[config.mk]
export PLATFORM = sky130hd
export DESIGN_NAME = adc_range_coding_power_mgmt
export DESIGN_NICKNAME = d
export VERILOG_FILES = /design/src/adc_ctrl_pkg.sv /design/src/adc_range_coding_power_mgmt.sv
export SDC_FILE = /design/constraint.sdc
export NUM_CORES = 1
export LEC_CHECK = 0
export ABC_CLOCK_PERIOD_IN_PS = 4800
export BUFFER_PORTS_ARGS = -buffer_cell sky130_fd_sc_hd__buf_2
export CORE_MARGIN = 8
export CORE_UTILIZATION = 50
export DETAILED_ROUTE_END_ITERATION = 8
export PLACE_DENSITY = 0.81
export SYNTH_ARGS = -nofsm -noshare
export SYNTH_HDL_FRONTEND = slang
export SYNTH_SLANG_ARGS = --single-unit
[constraint.sdc]
create_clock -name clock_i -period 4.8 [get_ports clock_i]
set_input_delay 0.24 -clock clock_i [delete_from_list [all_inputs] [get_ports clock_i]]
set_output_delay 0.24 -clock clock_i [all_outputs]
set_load 0.05 [all_outputs]
[src/adc_ctrl_pkg.sv]
// Constants and register map shared by the converter control logic
package adc_ctrl_pkg;
    localparam int unsigned CLOCK_PERIOD_NS = 20;
    localparam int unsigned POWERUP_NS      = 5000;
    localparam logic [8:0]  POWERUP_CYCLES  = 9'((POWERUP_NS + CLOCK_PERIOD_NS - 1) / CLOCK_PERIOD_NS);
    localparam logic [8:0]  CONV_CYCLES     = 9'h013;
    localparam int unsigned ADDR_W          = 2;
    localparam int unsigned CODE_W          = 14;
    localparam int unsigned WORD_W          = 16;
    localparam logic [1:0]  ADDR_CONTROL    = 2'h0;
    localparam logic [1:0]  ADDR_STATUS     = 2'h1;
    localparam logic [1:0]  ADDR_RESULT     = 2'h2;
    localparam int unsigned PM_LSB          = 0;
    localparam logic [1:0]  PM_RESET        = 2'h0;
    localparam logic [1:0]  PM_SLEEP_PIN    = 2'h0;
    localparam logic [1:0]  PM_FULL_BETWEEN = 2'h1;
    localparam logic [1:0]  PM_FULL_DOWN    = 2'h2;
    localparam logic [1:0]  PM_PART_BETWEEN = 2'h3;
    localparam logic [13:0] CODE_MAX        = 14'h3fff;
endpackage : adc_ctrl_pkg

[src/adc_range_coding_power_mgmt.sv]
// Range coding and power management control of the 14-bit converter
// Notes on behaviour
// - Range pin low selects unipolar, high selects bipolar; host holds it.
// - Bipolar results are presented as twos complement.
// - Unipolar results are straight binary, 14 bits, step is full scale over 16384.
// - Code transitions sit half a step above each whole step.
// - Bits 00 with sleep pin high: stay fully powered, never power down.
// - Bits 00 with sleep pin low: full power-down between conversions.
// - Sleep pin ignored otherwise: 01 full between, 10 full down, 11 partial between.
// - Full power-down turns everything off; partial keeps the reference on.
// - Both power bits reset to zero.
// - Between-conversion power-down is entered when busy falls.
// - Power-up starts on start pulse falling edge; host holds it low 5 us.
// - Result word is two zero bits then the 14-bit code.
//
// Chosen here: the address-and-strobe port and the address map.
`timescale 1ns/1ps
module adc_range_coding_power_mgmt (
    input  wire logic                          clock_i,              // Master clock, 50 MHz
    input  wire logic                          rst_i,                // Synchronous reset, active high
    input  wire logic                          range_select_pin_i,   // 0 unipolar, 1 bipolar
    input  wire logic                          sleep_n_i,            // Sleep pin, active low
    input  wire logic                          conversion_start_n_i, // Start pulse, rising edge converts
    input  wire logic [adc_ctrl_pkg::CODE_W:0] sample_i,             // Comparator value in half steps
    input  wire logic [adc_ctrl_pkg::ADDR_W-1:0] addr_i,             // Register address
    input  wire logic [31:0]                   wdata_i,              // Register write data
    input  wire logic                          wr_i,                 // Write strobe
    input  wire logic                          rd_i,                 // Read strobe
    output logic      [31:0]                   rdata_o,              // Read data, cycle after strobe
    output logic                               busy_o,               // Conversion in progress
    output logic                               core_power_on_o,      // Converter circuitry powered
    output logic                               ref_power_on_o,       // Reference powered
    output logic      [adc_ctrl_pkg::WORD_W-1:0] result_o,           // Formatted result word
    output logic                               result_valid_o        // Unread result present
);
    import adc_ctrl_pkg::*;

    typedef enum logic [1:0] {ST_UP, ST_CONV, ST_DOWN, ST_WAKE} mode_t;

    typedef struct packed {
        logic [1:0]        pm;
        mode_t             mode;
        logic [8:0]        cnt;
        logic              range;
        logic              busy;
        logic [WORD_W-1:0] result;
        logic              valid;
        logic [31:0]       rdata;
        logic              cs_prev;
        logic              core_on;
        logic              ref_on;
        logic [CODE_W-1:0] code_q;
    } state_t;

    state_t s_r;
    state_t s_nxt;

    logic              cs_fall;
    logic              cs_rise;
    logic              down_after;
    logic [CODE_W:0]   rounded;
    logic [CODE_W-1:0] code14;

    always_comb begin
        cs_fall    = s_r.cs_prev & ~conversion_start_n_i;
        cs_rise    = ~s_r.cs_prev & conversion_start_n_i;
        down_after = (s_r.pm == PM_FULL_BETWEEN) || (s_r.pm == PM_PART_BETWEEN)
                     || ((s_r.pm == PM_SLEEP_PIN) && !sleep_n_i);
        // Half-step input rounds to the nearest whole step, saturating at the top code
        rounded    = (CODE_W + 1)'({1'b0, sample_i[CODE_W:1]} + {{CODE_W{1'b0}}, sample_i[0]});
        code14     = rounded[CODE_W] ? CODE_MAX : rounded[CODE_W-1:0];
    end

    always_comb begin
        s_nxt         = s_r;
        s_nxt.cs_prev = conversion_start_n_i;
        s_nxt.code_q  = code14;
        s_nxt.rdata   = 32'h0000_0000;
        if (wr_i && addr_i == ADDR_CONTROL) begin
            s_nxt.pm = wdata_i[PM_LSB +: 2];
        end
        if (rd_i) begin
            unique case (addr_i)
                ADDR_CONTROL: s_nxt.rdata = {30'h0000_0000, s_r.pm};
                ADDR_STATUS:  s_nxt.rdata = {26'h000_0000, s_r.ref_on, s_r.core_on,
                                             s_r.valid, s_r.busy, s_r.range, s_r.mode == ST_WAKE};
                ADDR_RESULT:  s_nxt.rdata = {16'h0000, s_r.result};
                default:      s_nxt.rdata = 32'h0000_0000;
            endcase
        end
        if (rd_i && addr_i == ADDR_RESULT) begin
            s_nxt.valid = 1'b0;
        end
        unique case (s_r.mode)
            ST_UP: begin
                if (s_r.pm == PM_FULL_DOWN) begin
                    s_nxt.mode    = ST_DOWN;
                    s_nxt.core_on = 1'b0;
                    s_nxt.ref_on  = 1'b0;
                end else if (cs_rise) begin
                    s_nxt.mode  = ST_CONV;
                    s_nxt.cnt   = 9'h000;
                    s_nxt.busy  = 1'b1;
                    s_nxt.range = range_select_pin_i;
                end
            end
            ST_CONV: begin
                if (s_r.cnt == CONV_CYCLES - 9'h001) begin
                    s_nxt.busy   = 1'b0;
                    s_nxt.valid  = 1'b1;
                    // Bipolar coding is offset binary with the top bit turned over
                    s_nxt.result = {2'b00, code14[CODE_W-1] ^ s_r.range, code14[CODE_W-2:0]};
                    if (down_after) begin
                        s_nxt.mode    = ST_DOWN;
                        s_nxt.core_on = 1'b0;
                        s_nxt.ref_on  = (s_r.pm == PM_PART_BETWEEN);
                    end else begin
                        s_nxt.mode = ST_UP;
                    end
                end else begin
                    s_nxt.cnt = s_r.cnt + 9'h001;
                end
            end
            ST_DOWN: begin
                if ((cs_fall && s_r.pm != PM_FULL_DOWN)
                    || (s_r.pm == PM_SLEEP_PIN && sleep_n_i)) begin
                    s_nxt.mode    = ST_WAKE;
                    s_nxt.cnt     = 9'h000;
                    s_nxt.core_on = 1'b1;
                    s_nxt.ref_on  = 1'b1;
                end
            end
            ST_WAKE: begin
                // Host keeps the pulse low long enough; a start during wake still converts
                if (cs_rise) begin
                    s_nxt.mode  = ST_CONV;
                    s_nxt.cnt   = 9'h000;
                    s_nxt.busy  = 1'b1;
                    s_nxt.range = range_select_pin_i;
                end else if (s_r.cnt == POWERUP_CYCLES - 9'h001) begin
                    s_nxt.mode = ST_UP;
                end else begin
                    s_nxt.cnt = s_r.cnt + 9'h001;
                end
            end
        endcase
    end

    always_ff @(posedge clock_i) begin
        if (rst_i) begin
            s_r         <= '0;
            s_r.pm      <= PM_RESET;
            s_r.mode    <= ST_UP;
            s_r.cs_prev <= 1'b1;
            s_r.core_on <= 1'b1;
            s_r.ref_on  <= 1'b1;
        end else begin
            s_r <= s_nxt;
        end
    end

    assign rdata_o         = s_r.rdata;
    assign busy_o          = s_r.busy;
    assign core_power_on_o = s_r.core_on;
    assign ref_power_on_o  = s_r.ref_on;
    assign result_o        = s_r.result;
    assign result_valid_o  = s_r.valid;
endmodule : adc_range_coding_power_mgmt

# Word level (Yosys, flattened, before mapping)
# Index checks and enable logic that the tools add are counted.
# totals
ff_bits,65
wordCells,87
# classes
addsub,2
n_eq_ne,22
mux,24
bitwise,6
reduce_logical,22
# op_table
op,n
$pmux 11 s4,1
$pmux 14 s3,1
$mux 11,3
$mux 18,1
$mux 2,9
$mux 9,2
$ne 2x2->1 const B,9
$add 14x1->15,1
$reduce_and 5->1,3
$mux 14,1
$mux 13,1
$eq 2x2->1 const B,5
$add 9x1->9 const B,1
$eq 9x5->1 const B,1
$eq 9x8->1 const B,1
$reduce_and 4->1,2
$eq 2x1->1 const B,3
$logic_not 2->1,3
$ne 3x3->1 const B,2
$pmux 2 s3,1
$reduce_bool 3->1,2
$logic_and 1x1->1,5
$logic_or 1x1->1,3
$ne 3x2->1 const B,1
10 further kinds,14

# Depth between registers and ports, before layout
# depth
word_depth,6
depth_mapped,8
mapped_depth_nobuf,7

# Worst setup path after synthesis
# No wires, ideal clock.
# synth_timing
path_type,register -> register
start,register s_r[68] (netlist name)
end,register s_r[74] (netlist name)
t_arrival_ns,1.603
required_ns,4.683
path_slack_ns,3.079
path_stages_with_launch,9
n_path_buf,1
path_cell_list,dfxtp_1 -> inv_1 -> ha_1 -> nor4b_2 -> and3_1 -> buf_4 -> a21oi_4 -> nand3_1 -> a32o_1
# synth_between
elab_chain_len,4
word_cells_on_any_way,10
classes_between,add/sub (1); eq/ne (4); mux (4); reduce/logical (1)
# synth_lines
item,line,text
"start, declared",adc_range_coding_power_mgmt.sv:55,state_t s_r;
"start signal, assigned",adc_range_coding_power_mgmt.sv:158,s_r <= s_nxt;
$add 9x1->9,"adc_range_coding_power_mgmt.sv:121, adc_range_coding_power_mgmt.sv:143",
$mux 9,adc_range_coding_power_mgmt.sv:140,end else if (s_r.cnt == POWERUP_CYCLES - 9'h001) begin
$mux 11,adc_range_coding_power_mgmt.sv:135,if (cs_rise) begin
$pmux 11 s4,adc_range_coding_power_mgmt.sv:94,unique case (s_r.mode)
# Parallel ways exist; a longest one is shown, timed or not. The select of a mux whose other input is x is not followed.
# A chain may end at the register's enable or synchronous reset.

# Worst setup path after layout
# layout_timing
start,register s_r[68] (netlist name)
end,"register s_r, in the netlist result_o[0]"
# layout_between
elab_chain_len,2
# layout_lines
item,line,text
$eq 9x5->1,adc_range_coding_power_mgmt.sv:108,if (s_r.cnt == CONV_CYCLES - 9'h001) begin
$reduce_and 2->1 (no line),--,
# Every way passes these cells.

==> results.md <==
Place:
- Buffers placed on the I/O ports in this run total 57.
- Routability-driven placement finished with a final weighted congestion of 0.8332.
- The worst-case setup slack after placement is 2.549 ns.
- The HPWL reported at the end of detailed placement is 4.840 mm.
- The placed instances occupy a cell area of 0.002869 mm².

Logic synthesis:
- The post-synthesis cell type with the largest combined area is sky130_fd_sc_hd__dfxtp_1.
- The post-synthesis share of cell area spent on full adders, half adders and majority gates is 4.419%.
- Synthesis produced 329 cells.
- Synthesis inferred 47 register bits.
- Of the total synthesized cell area, the portion taken by AND, OR, NAND and NOR gates is 20.95%.
- After synthesis, the share of flip-flops with an asynchronous set or reset is 0%.
- Sorting the synthesized cells by how often they occur yields 51 x sky130_fd_sc_hd__buf_4, 47 x sky130_fd_sc_hd__dfxtp_1, 25 x sky130_fd_sc_hd__a21oi_1.
- The main combinational cell family by area after synthesis is simple AND/OR/NAND/NOR gates.
- In the post-synthesis netlist, the biggest area contributors are sky130_fd_sc_hd__dfxtp_1 33%, sky130_fd_sc_hd__buf_4 14%, sky130_fd_sc_hd__a21oi_1 4.4%, sky130_fd_sc_hd__ha_1 4.4%, sky130_fd_sc_hd__o21ai_0 3.7%.
- The count of warnings emitted by yosys is 0.
- The sequential cell area fraction in the yosys report is 33.23%.
- Summing the areas of all compound-gate instances in the mapped netlist gives 20.15% of the synthesized area.
- Synthesis instantiated 60 different standard cells from the library.
- The most instantiated flip-flop cell in the synthesis netlist is sky130_fd_sc_hd__dfxtp_1.
- The synthesized netlist occupies a cell area of 0.002831 mm².
- A synthesized cell averages 8.606 µm².
- The synthesized design contains 0 enable-type register cells.
- The most common cell in the synthesized netlist is sky130_fd_sc_hd__buf_4.
- Measured against the total synthesized area, the mux share comes to 1.768%.
- The post-synthesis xor/xnor area fraction is 2.784%.
- The top cell type by area accounts for 33.23% of the synthesized area.

Clock tree:
- The number of buffers added for setup after CTS is 0.
- Buffers inserted to repair hold after CTS numbered 0.
- The number of gates resized after CTS was 0.
- For this design, the sink count on the clock tree is 47.
- The clock insertion delay at the later pin of the skew report is 0.30 ns.
- The number of buffers created by CTS is 5.
- The clock passes through at most 2 buffers.
- The CTS tree is done.
- The H-tree depth reported by CTS is 2.
- Clock tree synthesis selected as its root buffer the cell sky130_fd_sc_hd__clkbuf_8.
- The clock-pin slew on the worst setup and hold paths is 0.09 ns.

Drt:
- The pre-antenna-repair detailed-routing pass consisted of 4 iterations.
- The first routing iteration left 109 violations.
- The total routed wirelength is 6.300 mm.
- The routed layout has 2325 vias.
- The detail-routed via count per cell is 5.420.
- The post-route antenna net violation count is 0.
- The DRC violation count after routing is 0.
- Dividing the detail-routed wire length by the instance count gives 14.69 µm.

Timing:
- The minimum clock period is 2.259 ns.
- The transition time at the pin with the least slew margin is 1.092 ns.
- The clock skew is 0.009091 ns.
- The max-slew violation count is 0.
- The worst path meets setup with 2.541 ns of slack.
- The final hold violation count is 0.
- Setup violations remaining at the end of the flow were counted as 0.
- Headroom to the max-slew limit came out at 26.84%.
- Setup repair after global routing left no endpoint under its margin.
- The final critical-path share of the clock period is 47.07%.
- The maximum clock rate is 442.6 MHz.
- Setup total negative slack on the finished layout was measured at 0 ns.

Global route:
- The number of global-route vias before repair is 2356.
- The initial antenna violation count is 0.
- The first global-routing pass estimated 10.65 mm of wire.
- The routing layer with the top usage in global route is met2.
- In the global route stage, overall resource usage came out at 15.14%.
- The global routing usage on met1 is 16.50%.
- Global routing consumed, on the met2 layer, 26.18% of the routing resources.
- In the global route stage, met3 resource usage came out at 5.103%.
- Entering global routing, the biggest net connects 23 pins.
- The remaining global-route overflow is 0.

Critical path:
- The worst setup path is captured at a flop.
- STA classifies the critical path startpoint as a flop.
- In this run the worst path has a maximum fanout of 12.
- STA puts the critical path data arrival time at 2.41 ns.
- The startpoint-to-endpoint class of the critical path is flop to flop.
- The data required time of the critical path is 4.95 ns.

Finish:
- The area overhead of the layout relative to synthesis is 5.303%.
- The finished cells cover 0.002982 mm².
- The net count of the finished layout is 422.
- The number of antenna diodes in the final layout is 0.
- Cells with a size suffix above 1 make up 22.13% of the layout.
- Cells fill 54.48% of the core in the end.

Pwr:
- The analysis attributes to cell leakage a power of 1.264 nW.
- Across the VDD grid, the largest voltage drop is 206.9 µV.
- The completed layout was analyzed and its total power is 1.051 mW.
- The power density over the cells is 352.4 mW/mm².

Floorplan:
- After floorplanning, the core was divided into 27 placement rows.
- The die extent in x is 91.25 µm.
- The number of ports placed on the die boundary is 108.
- The floorplan core area is 0.005473 mm².
- The die outline area is 0.008327 mm².
- The die height is 91.25 µm.
- For this configuration, the core starts out at a cell density of 51.74%.

Hold path:
- The worst hold-check path type is input pin to flop.

Outcome:
- The flow ran to the end, and the final reports show no timing, DRC or antenna violations.

Job:
- The max capacitance violation total is 0.
## cells by family (layout without fill, tap and decap cells)
| group | Yosys count | in the layout |
|---|---|---|
| compound gates | 85 | 85 |
| xor+xnor | 9 | 9 |
| fa+ha+maj | 10 | 10 |
| buf+inv | 72 | 81 |
| flops | 47 | 47 |
| mux | 5 | 5 |
| other cells | 1 | 20 |
| simple gates | 100 | 100 |
## power by group
group	switching, mW	total, mW	leakage [nW]	internal [mW]
clock network	0.137	0.292	0.0581	0.155
registers	0.0191	0.430	0.380	0.411
logic	0.228	0.329	0.825	0.100
## per-stage QoR
stage	hold slack, ns	std cells
2_1_floorplan	0.3466	348
3_3_place_gp	0.4558	421
3_5_place_dp	0.4613	421
4_1_cts	0.1626	429
5_1_grt	0.1711	429
6_report	0.1705	429
## flip-flops by register name (all words and copies together), names as in the netlist
name and cells:
busy_o 1, core_power_on_o 1, rdata_o 14, ref_power_on_o 1, result_o 14, result_valid_o 1, s_r 15
## cell usage in the layout (no fill, tap or decap), types with 2 or more instances in the layout
master	n
sky130_fd_sc_hd__mux2i_1	5
sky130_fd_sc_hd__o21a_1	4
sky130_fd_sc_hd__a22oi_1	4
sky130_fd_sc_hd__o32ai_1	2
sky130_fd_sc_hd__nor2_1	22
sky130_fd_sc_hd__xor2_1	3
sky130_fd_sc_hd__xnor2_1	6
sky130_fd_sc_hd__nand2_1	12
sky130_fd_sc_hd__conb_1	20
sky130_fd_sc_hd__nand2b_1	4
sky130_fd_sc_hd__o21ai_0	21
sky130_fd_sc_hd__a32o_1	2
sky130_fd_sc_hd__nor4_1	3
sky130_fd_sc_hd__and3_1	3
sky130_fd_sc_hd__a21oi_1	25
sky130_fd_sc_hd__nor3b_1	2
sky130_fd_sc_hd__a211oi_1	4
sky130_fd_sc_hd__nor3_1	3
sky130_fd_sc_hd__a31oi_1	2
sky130_fd_sc_hd__nand3_1	12
sky130_fd_sc_hd__o211ai_1	4
sky130_fd_sc_hd__buf_2	57
sky130_fd_sc_hd__nand3b_1	2
sky130_fd_sc_hd__nor2b_1	9
sky130_fd_sc_hd__nand4_1	5
sky130_fd_sc_hd__clkbuf_8	5
sky130_fd_sc_hd__ha_1	10
sky130_fd_sc_hd__inv_1	16
sky130_fd_sc_hd__dfxtp_1	47
sky130_fd_sc_hd__and2_1	11
## worst paths after layout
check	startpoint	to	slack, ns	depth (start not counted)
setup / recovery	s_r[68]	result_o[0]	2.54	6
hold / removal	conversion_start_n_i	s_r[16]	0.17	2
setup reg to reg	s_r[68]	result_o[0]	2.54	6
hold reg to reg	result_o[11]	rdata_o[11]	0.48	1
## per-layer routing
layer	part of all wire, %	up-vias
met3	6.2	12
met5	0	-
met2	50	67
li1	-	1146
met1	42	1100
met4	2.2	0
## critical path, cell delays in order (launching register included)
cell	delay [ns]
sky130_fd_sc_hd__dfxtp_1	0.36
sky130_fd_sc_hd__inv_1	0.08
sky130_fd_sc_hd__ha_1	0.15
sky130_fd_sc_hd__nor4b_2	0.26
sky130_fd_sc_hd__nand3_1	0.24
sky130_fd_sc_hd__a31oi_1	0.86
sky130_fd_sc_hd__a21oi_1	0.15
## area by class of cell
cell class	instances	area, µm²
Fill cell	521	2491
Multi-Input combinational cell	229	1493
Sequential cell	47	940.9
Timing Repair Buffer	57	285.3
Tap cell	72	90.09
Clock buffer	5	68.82
Inverter	16	60.06
Clock inverter	3	43.79
(Power assumes the default switching activity.)
